[src/core/illum_defs.svh]
// Register map, field positions and timing constants for the emitter block.
// Notes on behaviour
// - Never drive two emitter outputs together.
// - Switching enabled: move current per sample.
// - Switching disabled: use fixed channel select.
// - Order entries consumed from least significant.
// - Channel modes combine with capture, current modes.
// - Current and offsets chosen by active channel.
// - Derive 10 MHz modulation from system clock.
// - Phase equals step code times 22.5 degrees; at the base rate the code drops steps finer than 90 degrees.
// - De-aliasing frequencies base times 6/7, 6/5.
// - Driver stays off unless enable set.
// - Current equals selected code times DAC step.
// - Scale codes 0..3 give 5.6..1.4 mA steps.
// - Bias adds 0.5 mA per code step.
// - Phase and amplitude computed from I/Q.
// - Subtract channel and level offset when enabled.
// - Manual level select: 0 low, 1 high.
`ifndef ILLUM_DEFS_SVH
`define ILLUM_DEFS_SVH

`define ADDR_CURRENT 8'h29
`define ADDR_SELECT 8'h2A
`define ADDR_SCALE 8'h2B
`define ADDR_OFS_L0 8'h42
`define ADDR_CORR 8'h43
`define ADDR_OFS_H0 8'h51
`define ADDR_OFS_L1 8'h52
`define ADDR_OFS_H1 8'h53
`define ADDR_OFS_L2 8'h54
`define ADDR_OFS_H2 8'h55
`define ADDR_PHASE 8'h71
`define ADDR_AMBIENT 8'h72
`define ADDR_DRIVER 8'h79
`define ADDR_STATUS 8'h7A

`define IDX_CURRENT 4'h0
`define IDX_SELECT 4'h1
`define IDX_SCALE 4'h2
`define IDX_OFS_L0 4'h3
`define IDX_CORR 4'h4
`define IDX_OFS_H0 4'h5
`define IDX_OFS_L1 4'h6
`define IDX_OFS_H1 4'h7
`define IDX_OFS_L2 4'h8
`define IDX_OFS_H2 4'h9
`define IDX_PHASE 4'hA
`define IDX_AMBIENT 4'hB
`define IDX_DRIVER 4'hC
`define NUM_REGS 13
`define REG_RESET 24'h000000

`define ORDER_STEPS 6
`define SYS_CLK_HZ 40000000
`define MOD_CLK_HZ 10000000
`define PHASE_STEPS 16
`define ACC_MOD 560
`define STEP_56 6'h38
`define STEP_42 6'h2A
`define STEP_28 6'h1C
`define STEP_14 6'h0E
`define BIAS_TENTHS 11'h005
`define HALF_TURN 16'h8000
`define CORDIC_ITER 14

`endif

[src/core/illum_pkg.sv]
// Types shared by the emitter control and depth correction modules.
`default_nettype none
package illum_pkg;
  typedef logic [1:0] channel_t;
  typedef enum logic [1:0]
  {
    FREQ_BASE = 2'h0,
    FREQ_SIX_SEVENTHS = 2'h1,
    FREQ_SIX_FIFTHS = 2'h2
  } freq_sel_e;
  typedef enum logic [1:0]
  {
    DEPTH_IDLE = 2'b00,
    DEPTH_RUN = 2'b01,
    DEPTH_DONE = 2'b11
  } depth_state_e;
endpackage
`default_nettype wire

[src/core/illum_channel_ctrl.sv]
// Emitter sequencing, current selection, modulation clock and registers.
`timescale 1ns/1ps
`default_nettype none
`include "illum_defs.svh"
module illum_channel_ctrl #(
  parameter int ORDER_STEPS = `ORDER_STEPS,
  parameter int CORDIC_ITER = `CORDIC_ITER
) (
  input wire logic sys_clk,
  input wire logic srst,
  input wire logic [7:0] reg_addr,
  input wire logic [23:0] reg_wdata,
  input wire logic reg_wr,
  input wire logic reg_rd,
  output logic [23:0] reg_rdata,
  input wire logic sample_tick,
  input wire logic auto_level_high,
  input wire logic iq_valid,
  input wire logic signed [15:0] i_sample,
  input wire logic signed [15:0] q_sample,
  output logic emitter_out_0,
  output logic emitter_out_1,
  output logic emitter_out_2,
  output logic driver_active,
  output logic [10:0] drive_current,
  output logic [3:0] bias_code,
  output logic [4:0] current_code,
  output illum_pkg::channel_t active_channel,
  output logic level_high,
  output logic [15:0] phase_out,
  output logic [17:0] amplitude_out,
  output logic phase_valid
);
  import illum_pkg::*;

  localparam logic [10:0] MOD_W = 11'(`ACC_MOD);
  localparam logic [10:0] HALF_W = 11'(`ACC_MOD / 2);
  localparam logic [10:0] INC_BASE =
    11'(`ACC_MOD * (`MOD_CLK_HZ / 1000000) / (`SYS_CLK_HZ / 1000000));
  localparam logic [10:0] INC_SEVENTHS = 11'((INC_BASE * 6) / 7);
  localparam logic [10:0] INC_FIFTHS = 11'((INC_BASE * 6) / 5);
  localparam logic [10:0] PHASE_UNIT = 11'(`ACC_MOD / `PHASE_STEPS);
  localparam logic [2:0] LAST_STEP = 3'(ORDER_STEPS - 1);

  generate
    if (ORDER_STEPS < 1 || ORDER_STEPS > 6)
    begin : g_bad_steps
      $error("ORDER_STEPS must lie in 1..6");
    end
    if ((`ACC_MOD % `PHASE_STEPS) != 0 || (INC_BASE * 6) % 35 != 0)
    begin : g_bad_acc
      $error("accumulator modulus cannot give exact frequencies");
    end
  endgenerate

  // Returns {hit, index} for an address of the writable register file.
  function automatic logic [4:0] reg_index(input logic [7:0] a);
    case (a)
      `ADDR_CURRENT: reg_index = {1'b1, `IDX_CURRENT};
      `ADDR_SELECT: reg_index = {1'b1, `IDX_SELECT};
      `ADDR_SCALE: reg_index = {1'b1, `IDX_SCALE};
      `ADDR_OFS_L0: reg_index = {1'b1, `IDX_OFS_L0};
      `ADDR_CORR: reg_index = {1'b1, `IDX_CORR};
      `ADDR_OFS_H0: reg_index = {1'b1, `IDX_OFS_H0};
      `ADDR_OFS_L1: reg_index = {1'b1, `IDX_OFS_L1};
      `ADDR_OFS_H1: reg_index = {1'b1, `IDX_OFS_H1};
      `ADDR_OFS_L2: reg_index = {1'b1, `IDX_OFS_L2};
      `ADDR_OFS_H2: reg_index = {1'b1, `IDX_OFS_H2};
      `ADDR_PHASE: reg_index = {1'b1, `IDX_PHASE};
      `ADDR_AMBIENT: reg_index = {1'b1, `IDX_AMBIENT};
      `ADDR_DRIVER: reg_index = {1'b1, `IDX_DRIVER};
      default: reg_index = 5'h00;
    endcase
  endfunction

  function automatic channel_t order_entry(input logic [11:0] order,
                                           input logic [2:0] idx);
    order_entry = order[{idx, 1'b0} +: 2];
  endfunction

  function automatic logic [5:0] step_tenths(input logic [2:0] scale);
    case (scale)
      3'h0: step_tenths = `STEP_56;
      3'h1: step_tenths = `STEP_42;
      3'h2: step_tenths = `STEP_28;
      3'h3: step_tenths = `STEP_14;
      default: step_tenths = 6'h00;
    endcase
  endfunction

  logic [23:0] regs_reg [`NUM_REGS];
  logic [4:0] wr_hit;
  logic [4:0] rd_hit;
  logic [23:0] status_word;

  assign wr_hit = reg_index(reg_addr);
  assign rd_hit = reg_index(reg_addr);

  always_ff @(posedge sys_clk)
  begin
    if (srst)
    begin
      for (int n = 0; n < `NUM_REGS; n++)
        regs_reg[n] <= `REG_RESET;
    end
    else if (reg_wr && wr_hit[4])
    begin
      regs_reg[wr_hit[3:0]] <= reg_wdata;
    end
  end

  always_ff @(posedge sys_clk)
  begin
    if (srst)
      reg_rdata <= '0;
    else if (reg_rd && rd_hit[4])
      reg_rdata <= regs_reg[rd_hit[3:0]];
    else if (reg_rd && reg_addr == `ADDR_STATUS)
      reg_rdata <= status_word;
    else
      reg_rdata <= '0;
  end

  logic [23:0] cur_r;
  logic [23:0] sel_r;
  logic [23:0] scale_r;
  logic [23:0] drv_r;
  logic switch_en;
  channel_t fixed_sel;
  logic [11:0] order_field;
  logic auto_en;
  logic fixed_level;
  logic drv_en;
  logic [3:0] phase_step;
  freq_sel_e freq_sel;

  assign cur_r = regs_reg[`IDX_CURRENT];
  assign sel_r = regs_reg[`IDX_SELECT];
  assign scale_r = regs_reg[`IDX_SCALE];
  assign drv_r = regs_reg[`IDX_DRIVER];
  assign switch_en = sel_r[0];
  assign fixed_sel = sel_r[2:1];
  assign order_field = sel_r[14:3];
  assign auto_en = sel_r[15];
  assign fixed_level = sel_r[16];
  assign drv_en = drv_r[0];
  assign phase_step = regs_reg[`IDX_PHASE][6:3];
  assign freq_sel = freq_sel_e'(regs_reg[`IDX_PHASE][8:7]);

  // Channel sequencing is independent of capture and current-level mode.
  logic [2:0] step_idx_reg;
  channel_t active_ch_reg;

  always_ff @(posedge sys_clk)
  begin
    if (srst)
    begin
      step_idx_reg <= '0;
      active_ch_reg <= '0;
    end
    else if (sample_tick)
    begin
      if (switch_en)
      begin
        active_ch_reg <= order_entry(order_field, step_idx_reg);
        step_idx_reg <= (step_idx_reg == LAST_STEP) ? 3'h0
                        : step_idx_reg + 3'h1;
      end
      else
      begin
        active_ch_reg <= fixed_sel;
        step_idx_reg <= '0;
      end
    end
  end

  always_ff @(posedge sys_clk)
  begin
    if (srst)
      level_high <= 1'b0;
    else
      level_high <= auto_en ? auto_level_high : fixed_level;
  end

  logic [4:0] low_code;
  logic [4:0] high_code;
  logic [4:0] sel_code;
  logic [5:0] sel_step;
  logic [10:0] current_next;

  always_comb
  begin
    case (active_ch_reg)
      2'h0:
      begin
        low_code = cur_r[4:0];
        high_code = cur_r[9:5];
      end
      2'h1:
      begin
        low_code = cur_r[14:10];
        high_code = cur_r[19:15];
      end
      2'h2:
      begin
        low_code = {sel_r[23], cur_r[23:20]};
        high_code = sel_r[22:18];
      end
      default:
      begin
        low_code = 5'h00;
        high_code = 5'h00;
      end
    endcase
  end

  assign sel_code = level_high ? high_code : low_code;
  assign sel_step = step_tenths(level_high ? scale_r[21:19]
                                           : scale_r[18:16]);
  // Current in tenths of a milliampere; a bad scale code gives no step.
  assign current_next = {6'h00, sel_code} * {5'h00, sel_step}
                        + {7'h00, drv_r[11:8]} * `BIAS_TENTHS;

  always_ff @(posedge sys_clk)
  begin
    if (srst)
    begin
      drive_current <= '0;
      bias_code <= '0;
      current_code <= '0;
      driver_active <= 1'b0;
    end
    else
    begin
      drive_current <= drv_en ? current_next : 11'h000;
      bias_code <= drv_r[11:8];
      current_code <= sel_code;
      driver_active <= drv_en && active_ch_reg != 2'h3;
    end
  end

  // Modulo accumulator: exact average rates at 40 MHz, but edges land
  // on system clock edges, so phase steps finer than 90 degrees are dropped
  // at the base rate and show as timing jitter only at the 6/7 and 6/5 rates.
  logic [10:0] acc_reg;
  logic [10:0] inc;
  logic [10:0] acc_sum;
  logic [10:0] shifted;
  logic [10:0] shifted_mod;
  logic mod_clk_reg;

  always_comb
  begin
    case (freq_sel)
      FREQ_SIX_SEVENTHS: inc = INC_SEVENTHS;
      FREQ_SIX_FIFTHS: inc = INC_FIFTHS;
      default: inc = INC_BASE;
    endcase
  end

  assign acc_sum = acc_reg + inc;
  assign shifted = acc_reg + 11'({7'h00, phase_step} * PHASE_UNIT);
  assign shifted_mod = (shifted >= MOD_W) ? shifted - MOD_W : shifted;

  always_ff @(posedge sys_clk)
  begin
    if (srst)
    begin
      acc_reg <= '0;
      mod_clk_reg <= 1'b0;
    end
    else
    begin
      acc_reg <= (acc_sum >= MOD_W) ? acc_sum - MOD_W : acc_sum;
      mod_clk_reg <= shifted_mod < HALF_W;
    end
  end

  logic [2:0] emitter_reg;

  generate
    for (genvar k = 0; k < 3; k++)
    begin : g_emitter
      always_ff @(posedge sys_clk)
      begin
        if (srst)
          emitter_reg[k] <= 1'b0;
        else
          emitter_reg[k] <= drv_en && mod_clk_reg
                            && active_ch_reg == channel_t'(k);
      end
    end
  endgenerate

  assign emitter_out_0 = emitter_reg[0];
  assign emitter_out_1 = emitter_reg[1];
  assign emitter_out_2 = emitter_reg[2];
  assign active_channel = active_ch_reg;
  assign status_word = {18'h00000, level_high, step_idx_reg, active_ch_reg};

  logic [15:0] offset_reg;
  logic [3:0] ofs_idx;

  always_comb
  begin
    case ({active_ch_reg, level_high})
      3'b000: ofs_idx = `IDX_OFS_L0;
      3'b001: ofs_idx = `IDX_OFS_H0;
      3'b010: ofs_idx = `IDX_OFS_L1;
      3'b011: ofs_idx = `IDX_OFS_H1;
      3'b100: ofs_idx = `IDX_OFS_L2;
      3'b101: ofs_idx = `IDX_OFS_H2;
      default: ofs_idx = `IDX_OFS_L0;
    endcase
  end

  always_ff @(posedge sys_clk)
  begin
    if (srst)
      offset_reg <= '0;
    else
      offset_reg <= regs_reg[ofs_idx][15:0];
  end

  illum_depth_engine #(
    .CORDIC_ITER(CORDIC_ITER)
  ) u_depth (
    .sys_clk(sys_clk),
    .srst(srst),
    .iq_valid(iq_valid),
    .i_sample(i_sample),
    .q_sample(q_sample),
    .offset(offset_reg),
    .corr_en(regs_reg[`IDX_CORR][0]),
    .phase_out(phase_out),
    .amplitude_out(amplitude_out),
    .phase_valid(phase_valid)
  );

  one_emitter_a: assert property (
    @(posedge sys_clk) disable iff (srst)
    $onehot0(emitter_reg))
    else $error("more than one emitter driven");

  driver_off_a: assert property (
    @(posedge sys_clk) disable iff (srst)
    !drv_en |=> (emitter_reg == 3'h0 && drive_current == 11'h000))
    else $error("emitter driven while driver disabled");

  seq_wrap_a: assert property (
    @(posedge sys_clk) disable iff (srst)
    (sample_tick && switch_en && step_idx_reg == LAST_STEP)
      |=> step_idx_reg == 3'h0)
    else $error("channel order did not wrap");

  order_pick_a: assert property (
    @(posedge sys_clk) disable iff (srst)
    (sample_tick && switch_en) |=> active_ch_reg ==
      order_entry($past(order_field), $past(step_idx_reg)))
    else $error("channel not taken from order entry");

  fixed_chan_a: assert property (
    @(posedge sys_clk) disable iff (srst)
    (sample_tick && !switch_en) |=> active_ch_reg == $past(fixed_sel))
    else $error("fixed channel select not applied");

  level_pick_a: assert property (
    @(posedge sys_clk) disable iff (srst)
    !auto_en |=> level_high == $past(fixed_level))
    else $error("manual level select not applied");

  mod_period_a: assert property (
    @(posedge sys_clk) disable iff (srst)
    ($rose(mod_clk_reg) && freq_sel == FREQ_BASE && !reg_wr
      && !$past(reg_wr) && !$past(reg_wr, 2))
      ##1 (!reg_wr)[*3] |=> $rose(mod_clk_reg))
    else $error("modulation period is not four cycles");

  current_calc_a: assert property (
    @(posedge sys_clk) disable iff (srst)
    drv_en |=> drive_current == $past(current_next))
    else $error("drive current does not follow code and step");
endmodule
`default_nettype wire

[src/core/illum_depth_engine.sv]
// Iterative phase and amplitude estimator with phase offset subtraction.
`timescale 1ns/1ps
`default_nettype none
`include "illum_defs.svh"
module illum_depth_engine #(
  parameter int CORDIC_ITER = `CORDIC_ITER
) (
  input wire logic sys_clk,
  input wire logic srst,
  input wire logic iq_valid,
  input wire logic signed [15:0] i_sample,
  input wire logic signed [15:0] q_sample,
  input wire logic [15:0] offset,
  input wire logic corr_en,
  output logic [15:0] phase_out,
  output logic [17:0] amplitude_out,
  output logic phase_valid
);
  import illum_pkg::*;

  // One cycle to load, CORDIC_ITER to iterate, one in the done state, and
  // the result register, so the strobe is sampled this many edges later.
  localparam int LAT = CORDIC_ITER + 2;

  generate
    if (CORDIC_ITER < 1 || CORDIC_ITER > 14)
    begin : g_bad_iter
      $error("CORDIC_ITER must lie in 1..14");
    end
  endgenerate

  // Arctangent of 2^-k with a full turn equal to 2^16.
  function automatic logic [15:0] atan_step(input logic [3:0] k);
    case (k)
      4'h0: atan_step = 16'h2000;
      4'h1: atan_step = 16'h12E4;
      4'h2: atan_step = 16'h09FB;
      4'h3: atan_step = 16'h0511;
      4'h4: atan_step = 16'h028B;
      4'h5: atan_step = 16'h0146;
      4'h6: atan_step = 16'h00A3;
      4'h7: atan_step = 16'h0051;
      4'h8: atan_step = 16'h0029;
      4'h9: atan_step = 16'h0014;
      4'hA: atan_step = 16'h000A;
      4'hB: atan_step = 16'h0005;
      4'hC: atan_step = 16'h0003;
      4'hD: atan_step = 16'h0001;
      default: atan_step = 16'h0000;
    endcase
  endfunction

  depth_state_e state_reg;
  logic signed [17:0] x_reg;
  logic signed [17:0] y_reg;
  logic [15:0] z_reg;
  logic [3:0] k_reg;
  logic [15:0] offset_reg;
  logic corr_en_reg;
  logic signed [17:0] i_ext;
  logic signed [17:0] q_ext;

  assign i_ext = {{2{i_sample[15]}}, i_sample};
  assign q_ext = {{2{q_sample[15]}}, q_sample};

  // Samples offered while a conversion runs are dropped; the upstream
  // sample rate is far below one result per 16 cycles.
  always_ff @(posedge sys_clk)
  begin
    if (srst)
    begin
      state_reg <= DEPTH_IDLE;
      x_reg <= '0;
      y_reg <= '0;
      z_reg <= '0;
      k_reg <= '0;
      offset_reg <= '0;
      corr_en_reg <= 1'b0;
    end
    else
    begin
      case (state_reg)
        DEPTH_IDLE:
        begin
          if (iq_valid)
          begin
            // Fold the left half plane over so the iteration converges.
            x_reg <= i_sample[15] ? -i_ext : i_ext;
            y_reg <= i_sample[15] ? -q_ext : q_ext;
            z_reg <= i_sample[15] ? `HALF_TURN : 16'h0000;
            k_reg <= '0;
            offset_reg <= offset;
            corr_en_reg <= corr_en;
            state_reg <= DEPTH_RUN;
          end
        end
        DEPTH_RUN:
        begin
          if (!y_reg[17])
          begin
            x_reg <= x_reg + (y_reg >>> k_reg);
            y_reg <= y_reg - (x_reg >>> k_reg);
            z_reg <= z_reg + atan_step(k_reg);
          end
          else
          begin
            x_reg <= x_reg - (y_reg >>> k_reg);
            y_reg <= y_reg + (x_reg >>> k_reg);
            z_reg <= z_reg - atan_step(k_reg);
          end
          k_reg <= k_reg + 4'h1;
          if (k_reg == 4'(CORDIC_ITER - 1))
            state_reg <= DEPTH_DONE;
        end
        DEPTH_DONE: state_reg <= DEPTH_IDLE;
        default: state_reg <= DEPTH_IDLE;
      endcase
    end
  end

  always_ff @(posedge sys_clk)
  begin
    if (srst)
    begin
      phase_out <= '0;
      amplitude_out <= '0;
      phase_valid <= 1'b0;
    end
    else
    begin
      phase_valid <= (state_reg == DEPTH_DONE);
      if (state_reg == DEPTH_DONE)
      begin
        phase_out <= corr_en_reg ? z_reg - offset_reg : z_reg;
        amplitude_out <= x_reg;
      end
    end
  end

  offset_sub_a: assert property (
    @(posedge sys_clk) disable iff (srst)
    phase_valid |-> phase_out == ($past(corr_en_reg)
      ? $past(z_reg) - $past(offset_reg) : $past(z_reg)))
    else $error("phase result does not match offset subtraction");

  depth_latency_a: assert property (
    @(posedge sys_clk) disable iff (srst)
    (state_reg == DEPTH_IDLE && iq_valid) |-> ##[LAT:LAT] phase_valid)
    else $error("phase result not delivered on time");
endmodule
`default_nettype wire

[config.mk]
export PLATFORM = sky130hd
export DESIGN_NAME = illum_channel_ctrl
export DESIGN_NICKNAME = d
export VERILOG_FILES = /design/src/core/illum_pkg.sv /design/src/core/illum_channel_ctrl.sv /design/src/core/illum_depth_engine.sv
export VERILOG_INCLUDE_DIRS = /design/src /design/src/core
export SDC_FILE = /design/constraint.sdc
export NUM_CORES = 2
export LEC_CHECK = 0
export ABC_AREA = 1
export BUFFER_PORTS_ARGS = -buffer_cell sky130_fd_sc_hd__buf_4
export CORE_ASPECT_RATIO = 2
export CORE_MARGIN = 4
export CORE_UTILIZATION = 55
export CTS_CLUSTER_SIZE = 25
export DETAILED_ROUTE_END_ITERATION = 8
export PLACE_DENSITY = 0.81
export REMOVE_ABC_BUFFERS = 1
export SLEW_MARGIN = 10
export SYNTH_ARGS = -nofsm -noshare
export SYNTH_HDL_FRONTEND = slang
export SYNTH_SLANG_ARGS = --single-unit
[constraint.sdc]
create_clock -name sys_clk -period 5.7 [get_ports sys_clk]
set_input_delay 0 -clock sys_clk [delete_from_list [all_inputs] [get_ports sys_clk]]
set_output_delay 0 -clock sys_clk [all_outputs]
set_load 0.01 [all_outputs]
Yosys cells after proc, flatten, opt, wreduce, memory -nomap -nowiden
Memory sizes are Yosys's and may differ from the RTL's. A register that Yosys moved wholly into a read port is not among the register bits.
Index checks and enable logic that the tools add are counted.

storage, ports and cells
  memory bits (read-only) = 448
  RAM bits = 312
  word-level logic and storage cells = 153
  bits of input ports = 71
  memories kept = 3
  bits in registers = 175

operators by class
  reductions and logical operators = 17
  eq/ne operators = 33
  shift operators = 3
  multiply operators = 3
  add/subtract/negate cells = 16
  muxes and demuxes = 52
  magnitude comparators = 3
  bitwise logic cells = 1

memories
  name              words  width  rd ports  clocked after memory_dff  write ports  line                      source
  regs_reg          13     24     8         2                         13           illum_channel_ctrl.sv:91  logic [23:0] regs_reg [`NUM_REGS];
  (name not given)  16     14     1         1                         0            illum_depth_engine.sv:34  case (k)
  (name not given)  16     14     1         1                         0            illum_depth_engine.sv:34

operators with widths
  cell                                                                     number
  16-bit two-way mux                                                       10
  18-bit two-way mux                                                       6
  8-bit by 7-bit == test with 1-bit output, second input constant          11
  18-bit one-hot mux with 2 select lines                                   2
  5-bit one-hot mux with 13 select lines                                   1
  24-bit two-way mux                                                       2
  18-bit adder                                                             2
  16-bit negator with 18-bit output                                        2
  18-bit by 4-bit >>> shifter with 18-bit output                           2
  18-bit subtractor                                                        2
  16-bit one-hot mux with 2 select lines                                   1
  16-bit subtractor                                                        2
  5-bit one-hot mux with 3 select lines                                    2
  8-bit by 6-bit == test with 1-bit output, second input constant          3
  4-bit two-way mux                                                        6
  6-bit one-hot mux with 4 select lines                                    1
  24-bit OR reduction                                                      1
  11-bit by 10-bit >= comparator with 1-bit output, second input constant  2
  11-bit two-way mux                                                       2
  11-bit by 10-bit subtractor with 11-bit output, second input constant    2
  4-bit one-hot mux with 5 select lines                                    1
  16-bit adder                                                             1
  8-bit one-hot mux with 2 select lines                                    1
  3-bit by 2-bit == test with 1-bit output, second input constant          4
  other kinds (31)                                                         59

Logic depth before layout (Yosys ltp)
  depth in word-level cells = 8
  mapped depth = 29
  gate-level depth less buffers = 28

Cells and area by module
From an unflattened synthesis, not the netlist that was laid out.

second synthesis, totals
  cells, all modules = 4742
  area total of the unflattened synthesis = 35927.0 um^2

modules (own cells, without submodules)
  module              sequential area each (um^2)  times used  area an instance (um^2)  cells an instance
  illum_channel_ctrl  13132.6                      1           24895.1                  2980
  illum_depth_engine  2482.4                       1           11031.8                  1762

Worst setup path before layout
OpenSTA, ideal clock, no wires.

  path type = reg2reg
  start = reg active_ch_reg[0], in the netlist active_channel[0]
  end = reg drive_current[10]
  arrival = 4.865 ns
  data required time = 5.630 ns
  stages on the path, launching flop included = 27
  clock period less this slack = 4.935 ns
  buffers on the path = 2
  slack = 0.765 ns
  setup time = 0.070 ns
  cells stage by stage = dfxtp_1 inv_1 ha_1 clkbuf_1 clkbuf_1 nand2_1 nand3_1 nand3_1 nor2_1 inv_1 nor2_1 fa_1 ha_1 fa_1 inv_1 fa_1 inv_1 ha_1 nand3_1 nand3b_1 nand2_1 nand2_1 a21oi_1 o21ai_0 a21o_1 or2_2 a21oi_1

between the ends
  word-level cells in the longest chain between the ends = 5

RTL lines
  what                                                    line                       source
  start: declaration                                      illum_channel_ctrl.sv:152  channel_t active_ch_reg;
  start signal: assignment                                illum_channel_ctrl.sv:165  active_ch_reg <= order_entry(order_field, step_idx_reg);
  start signal: assignment                                illum_channel_ctrl.sv:171  active_ch_reg <= fixed_sel;
  2-bit == test, or another cell as far along             illum_channel_ctrl.sv:193  case (active_ch_reg)
  5-bit one-hot mux with 3 select lines                   illum_channel_ctrl.sv:193
  5-bit two-way mux (*)                                   illum_channel_ctrl.sv:217  assign sel_code = level_high ? high_code : low_code;
  5-bit by 6-bit multiplier with 11-bit output (*)        illum_channel_ctrl.sv:221  assign current_next = {6'h00, sel_code} * {5'h00, sel_step}
  11-bit by 7-bit adder with 11-bit output (no line) (*)  --
  end signal: assignment                                  illum_channel_ctrl.sv:235  drive_current <= drv_en ? current_next : 11'h000;
  end: declaration                                        illum_channel_ctrl.sv:25   output logic [10:0] drive_current,

Every way passes the cells marked *; elsewhere a longest branch is shown, timed or not.
A chain may end at the register's enable or synchronous reset.

Final worst setup path
Same ends and word-level chain as after synthesis.

==> metrics <==
R2R Path Start active_channel[0]; Row Count 129; DIE AREA 67,290 sq um; dominant synthesized flop cell edfxtp_1; distinct cell type count after synthesis 53; gr ovfl total 0; syn avg cell area 7.662 sq um; Final Setup Violations 0; Pleak 17.31 nW; pre-CTS WS 302.8 ps; clock buffer depth 3; post-CTS setup buffer count 0; Fmax 187.3 MHz; Total GRT Usage 0.3506; Antenna Violating Nets Remaining 0; Tot Pwr 12.97 mW; RD Place Congestion 1.001; initial antenna violation count 6; Critical Path End drive_current[10]; share of layout cells above drive strength 1 0.08013; Die W 185.4 um; Cells after Synth 4,520; Synth top cells by count nand2_1 (1,080), nor2_1 (661), o21ai_0 (433), inv_1 (396), edfxtp_1 (384); Worst setup EP type flop; min Tclk post-route 5339 ps; post-DP HPWL 82,660 um; Peak VDD IR 0.3014 mV; cell total after placement 5,362; # H-tree levels 2; Die Ht 362.9 um; R2R Path End drive_current[10]; final hold slack 76.22 ps; Synth area leaders edfxtp_1 (33%), dfxtp_1 (12%), nand2_1 (12%), nor2_1 (7.2%), o21ai_0 (6.3%); CP required 6210 ps; CTS Buf Count 54; Largest register FFs 384; Initial Util 0.5573; Residual DRC 0; fin worst setup slack 360.7 ps; first-pass GRT wire length 181,000 um; Synth Warn # 0; detailed-route via count 33,560; Yosys top cell by area edfxtp_1; CP startpoint kind flop; drt via density 6.057; synthesized area 34,630 sq um; Reg clk slew, reported paths 70 ps; final slew viol count 0; max cap viols 0; Yosys reg bits 588; final hold vios 0; Setup TNS 0 ps; Post-synth EDFFs 384; r2r setup slk 360 ps; drt total wl 121,400 um; fin area 39,290 sq um; Ports 157; count leader, synth nand2_1; RSZ-0062 raised after global routing false; CP max FO 11; clock tree root buffer cell clkbuf_16; clk_skew 32.40 ps; worst-margin pin slew 1193 ps; Layout area overhead 13.44%; WS Path Type flop to flop; placed instance area 36,640 sq um; R2R cell count 24; initial DRC count 3,462; IO buf count 156; WP data arrival 5850 ps; Hold Crit Class primary input to flop; post-route clock period utilization 0.9367; status finished clean; post-synth top area share 0.3330; Clock Latency Late Sink 620 ps; Finished Layout Cells 5,541; largest net degree at the start of global routing 77; CORE AREA 62,140 sq um; CTS tree done; Final Util 0.6322; diode count 0; post-detailed-route wirelength per cell 21.91 um; CP startpoint active_channel[0]; Slew HR 0.2039; vias in the first global route 33,230; drt pass-1 iters 8; register area share after synthesis 0.4509; # clock sinks 588; # nets final 4,932; power per cell area 330.2 nW/um^2; Synth async-reset ratio 0
==> how the worst min path moves through the flow <==
stage | from | end | slack, ps | depth (start not counted)
2_1_floorplan | srst | acc_reg[4] | 70 | 1
3_3_place_gp | reg_wdata[9] | regs_reg[13][9] | 200 | 1
3_5_place_dp | reg_wdata[9] | regs_reg[14][9] | 200 | 1
4_1_cts | iq_valid | u_depth.y_reg[6] | 20 | 5
5_1_grt | reg_rd | reg_rdata[3] | 70 | 5
6_report | reg_rd | reg_rdata[3] | 80 | 5
==> power breakdown <==
| part | internal (mW) | total [mW] | leakage [nW] | switching, mW |
|---|---|---|---|---|
| combinational | 1.38 | 4.02 | 11.1 | 2.64 |
| sequential | 4.84 | 5.10 | 5.34 | 0.259 |
| clock | 2.11 | 3.86 | 0.886 | 1.75 |
==> cell usage in the layout, fill, tap and decap left out, types with 8 or more instances in the layout <==
cell type | Yosys | routed
a31oi_1 | 26 | 26
ha_1 | 127 | 127
buf_4 | 3 | 228
o22ai_1 | 14 | 14
clkinv_2 | 0 | 8
nor3_1 | 31 | 31
clkinv_1 | 6 | 8
inv_2 | 10 | 11
fa_1 | 24 | 24
o211ai_1 | 40 | 40
dlygate4sd3_1 | 0 | 78
nand3b_1 | 9 | 9
dfxtp_1 | 204 | 204
nand3_1 | 311 | 310
clkbuf_16 | 0 | 54
o221ai_1 | 51 | 51
xor2_1 | 49 | 49
nand2_2 | 5 | 8
conb_1 | 1 | 72
o21ai_0 | 433 | 433
clkinvlp_4 | 0 | 8
xnor2_1 | 24 | 24
o31ai_1 | 14 | 14
nand2_1 | 1080 | 1076
nand4_1 | 22 | 22
a21oi_1 | 262 | 262
or2_2 | 17 | 17
edfxtp_1 | 384 | 384
inv_1 | 396 | 395
and2_1 | 8 | 8
nor2_1 | 661 | 656
==> what timing repair did <==
item	CTS	global route
resized for setup	0	2
hold buffers	78	0
endpoints found under the hold margin	409	0
setup endpoints to repair	0	1
==> critical path, stage by stage, from the launching register on <==
cell,delay (ps)
dfxtp_1,460
inv_1,140
ha_1,380
nand2_1,120
o21ai_0,120
a211oi_2,270
nor2_1,90
nand2_1,200
nor2_1,90
fa_1,460
ha_1,320
fa_1,480
inv_1,50
fa_1,470
inv_1,40
ha_1,330
nand3_1,100
nand3b_1,100
nand2_1,90
nand2_1,50
a21oi_1,200
o21ai_0,110
a21o_1,170
or2_2,260
a21oi_1,120
==> kinds of logic after synthesis <==
kind of cell,after synthesis,share of synthesized area
other,1,0.0001083
AND/OR/NAND/NOR,2161,0.2530
adder cells (fa/ha/maj),151,0.05976
XOR/XNOR,73,0.01846
AO/OA/AOI/OAI,890,0.1435
flip-flops,588,0.4509
buffers and inverters,656,0.07428
==> metal layers <==
metal,GRT usage,vias to the layer above,part of all wire
met1,0.3514,15470,0.31
met2,0.6267,2012,0.50
met4,0.2833,6,0.10
li1,-,15390,-
met3,0.05612,681,0.085
met5,0,-,0.00040
==> layout make-up <==
type                            instances  area (sq um)
Sequential cell                       588         15620
Fill cell                            5359         22860
Clock buffer                           60          1384
Timing Repair Buffer                  307          2504
Tap cell                              786         983.4
Inverter                              412          1549
Clock inverter                         41         475.5
Multi-Input combinational cell       3347         16770
Power figures use the tool's default switching activity.
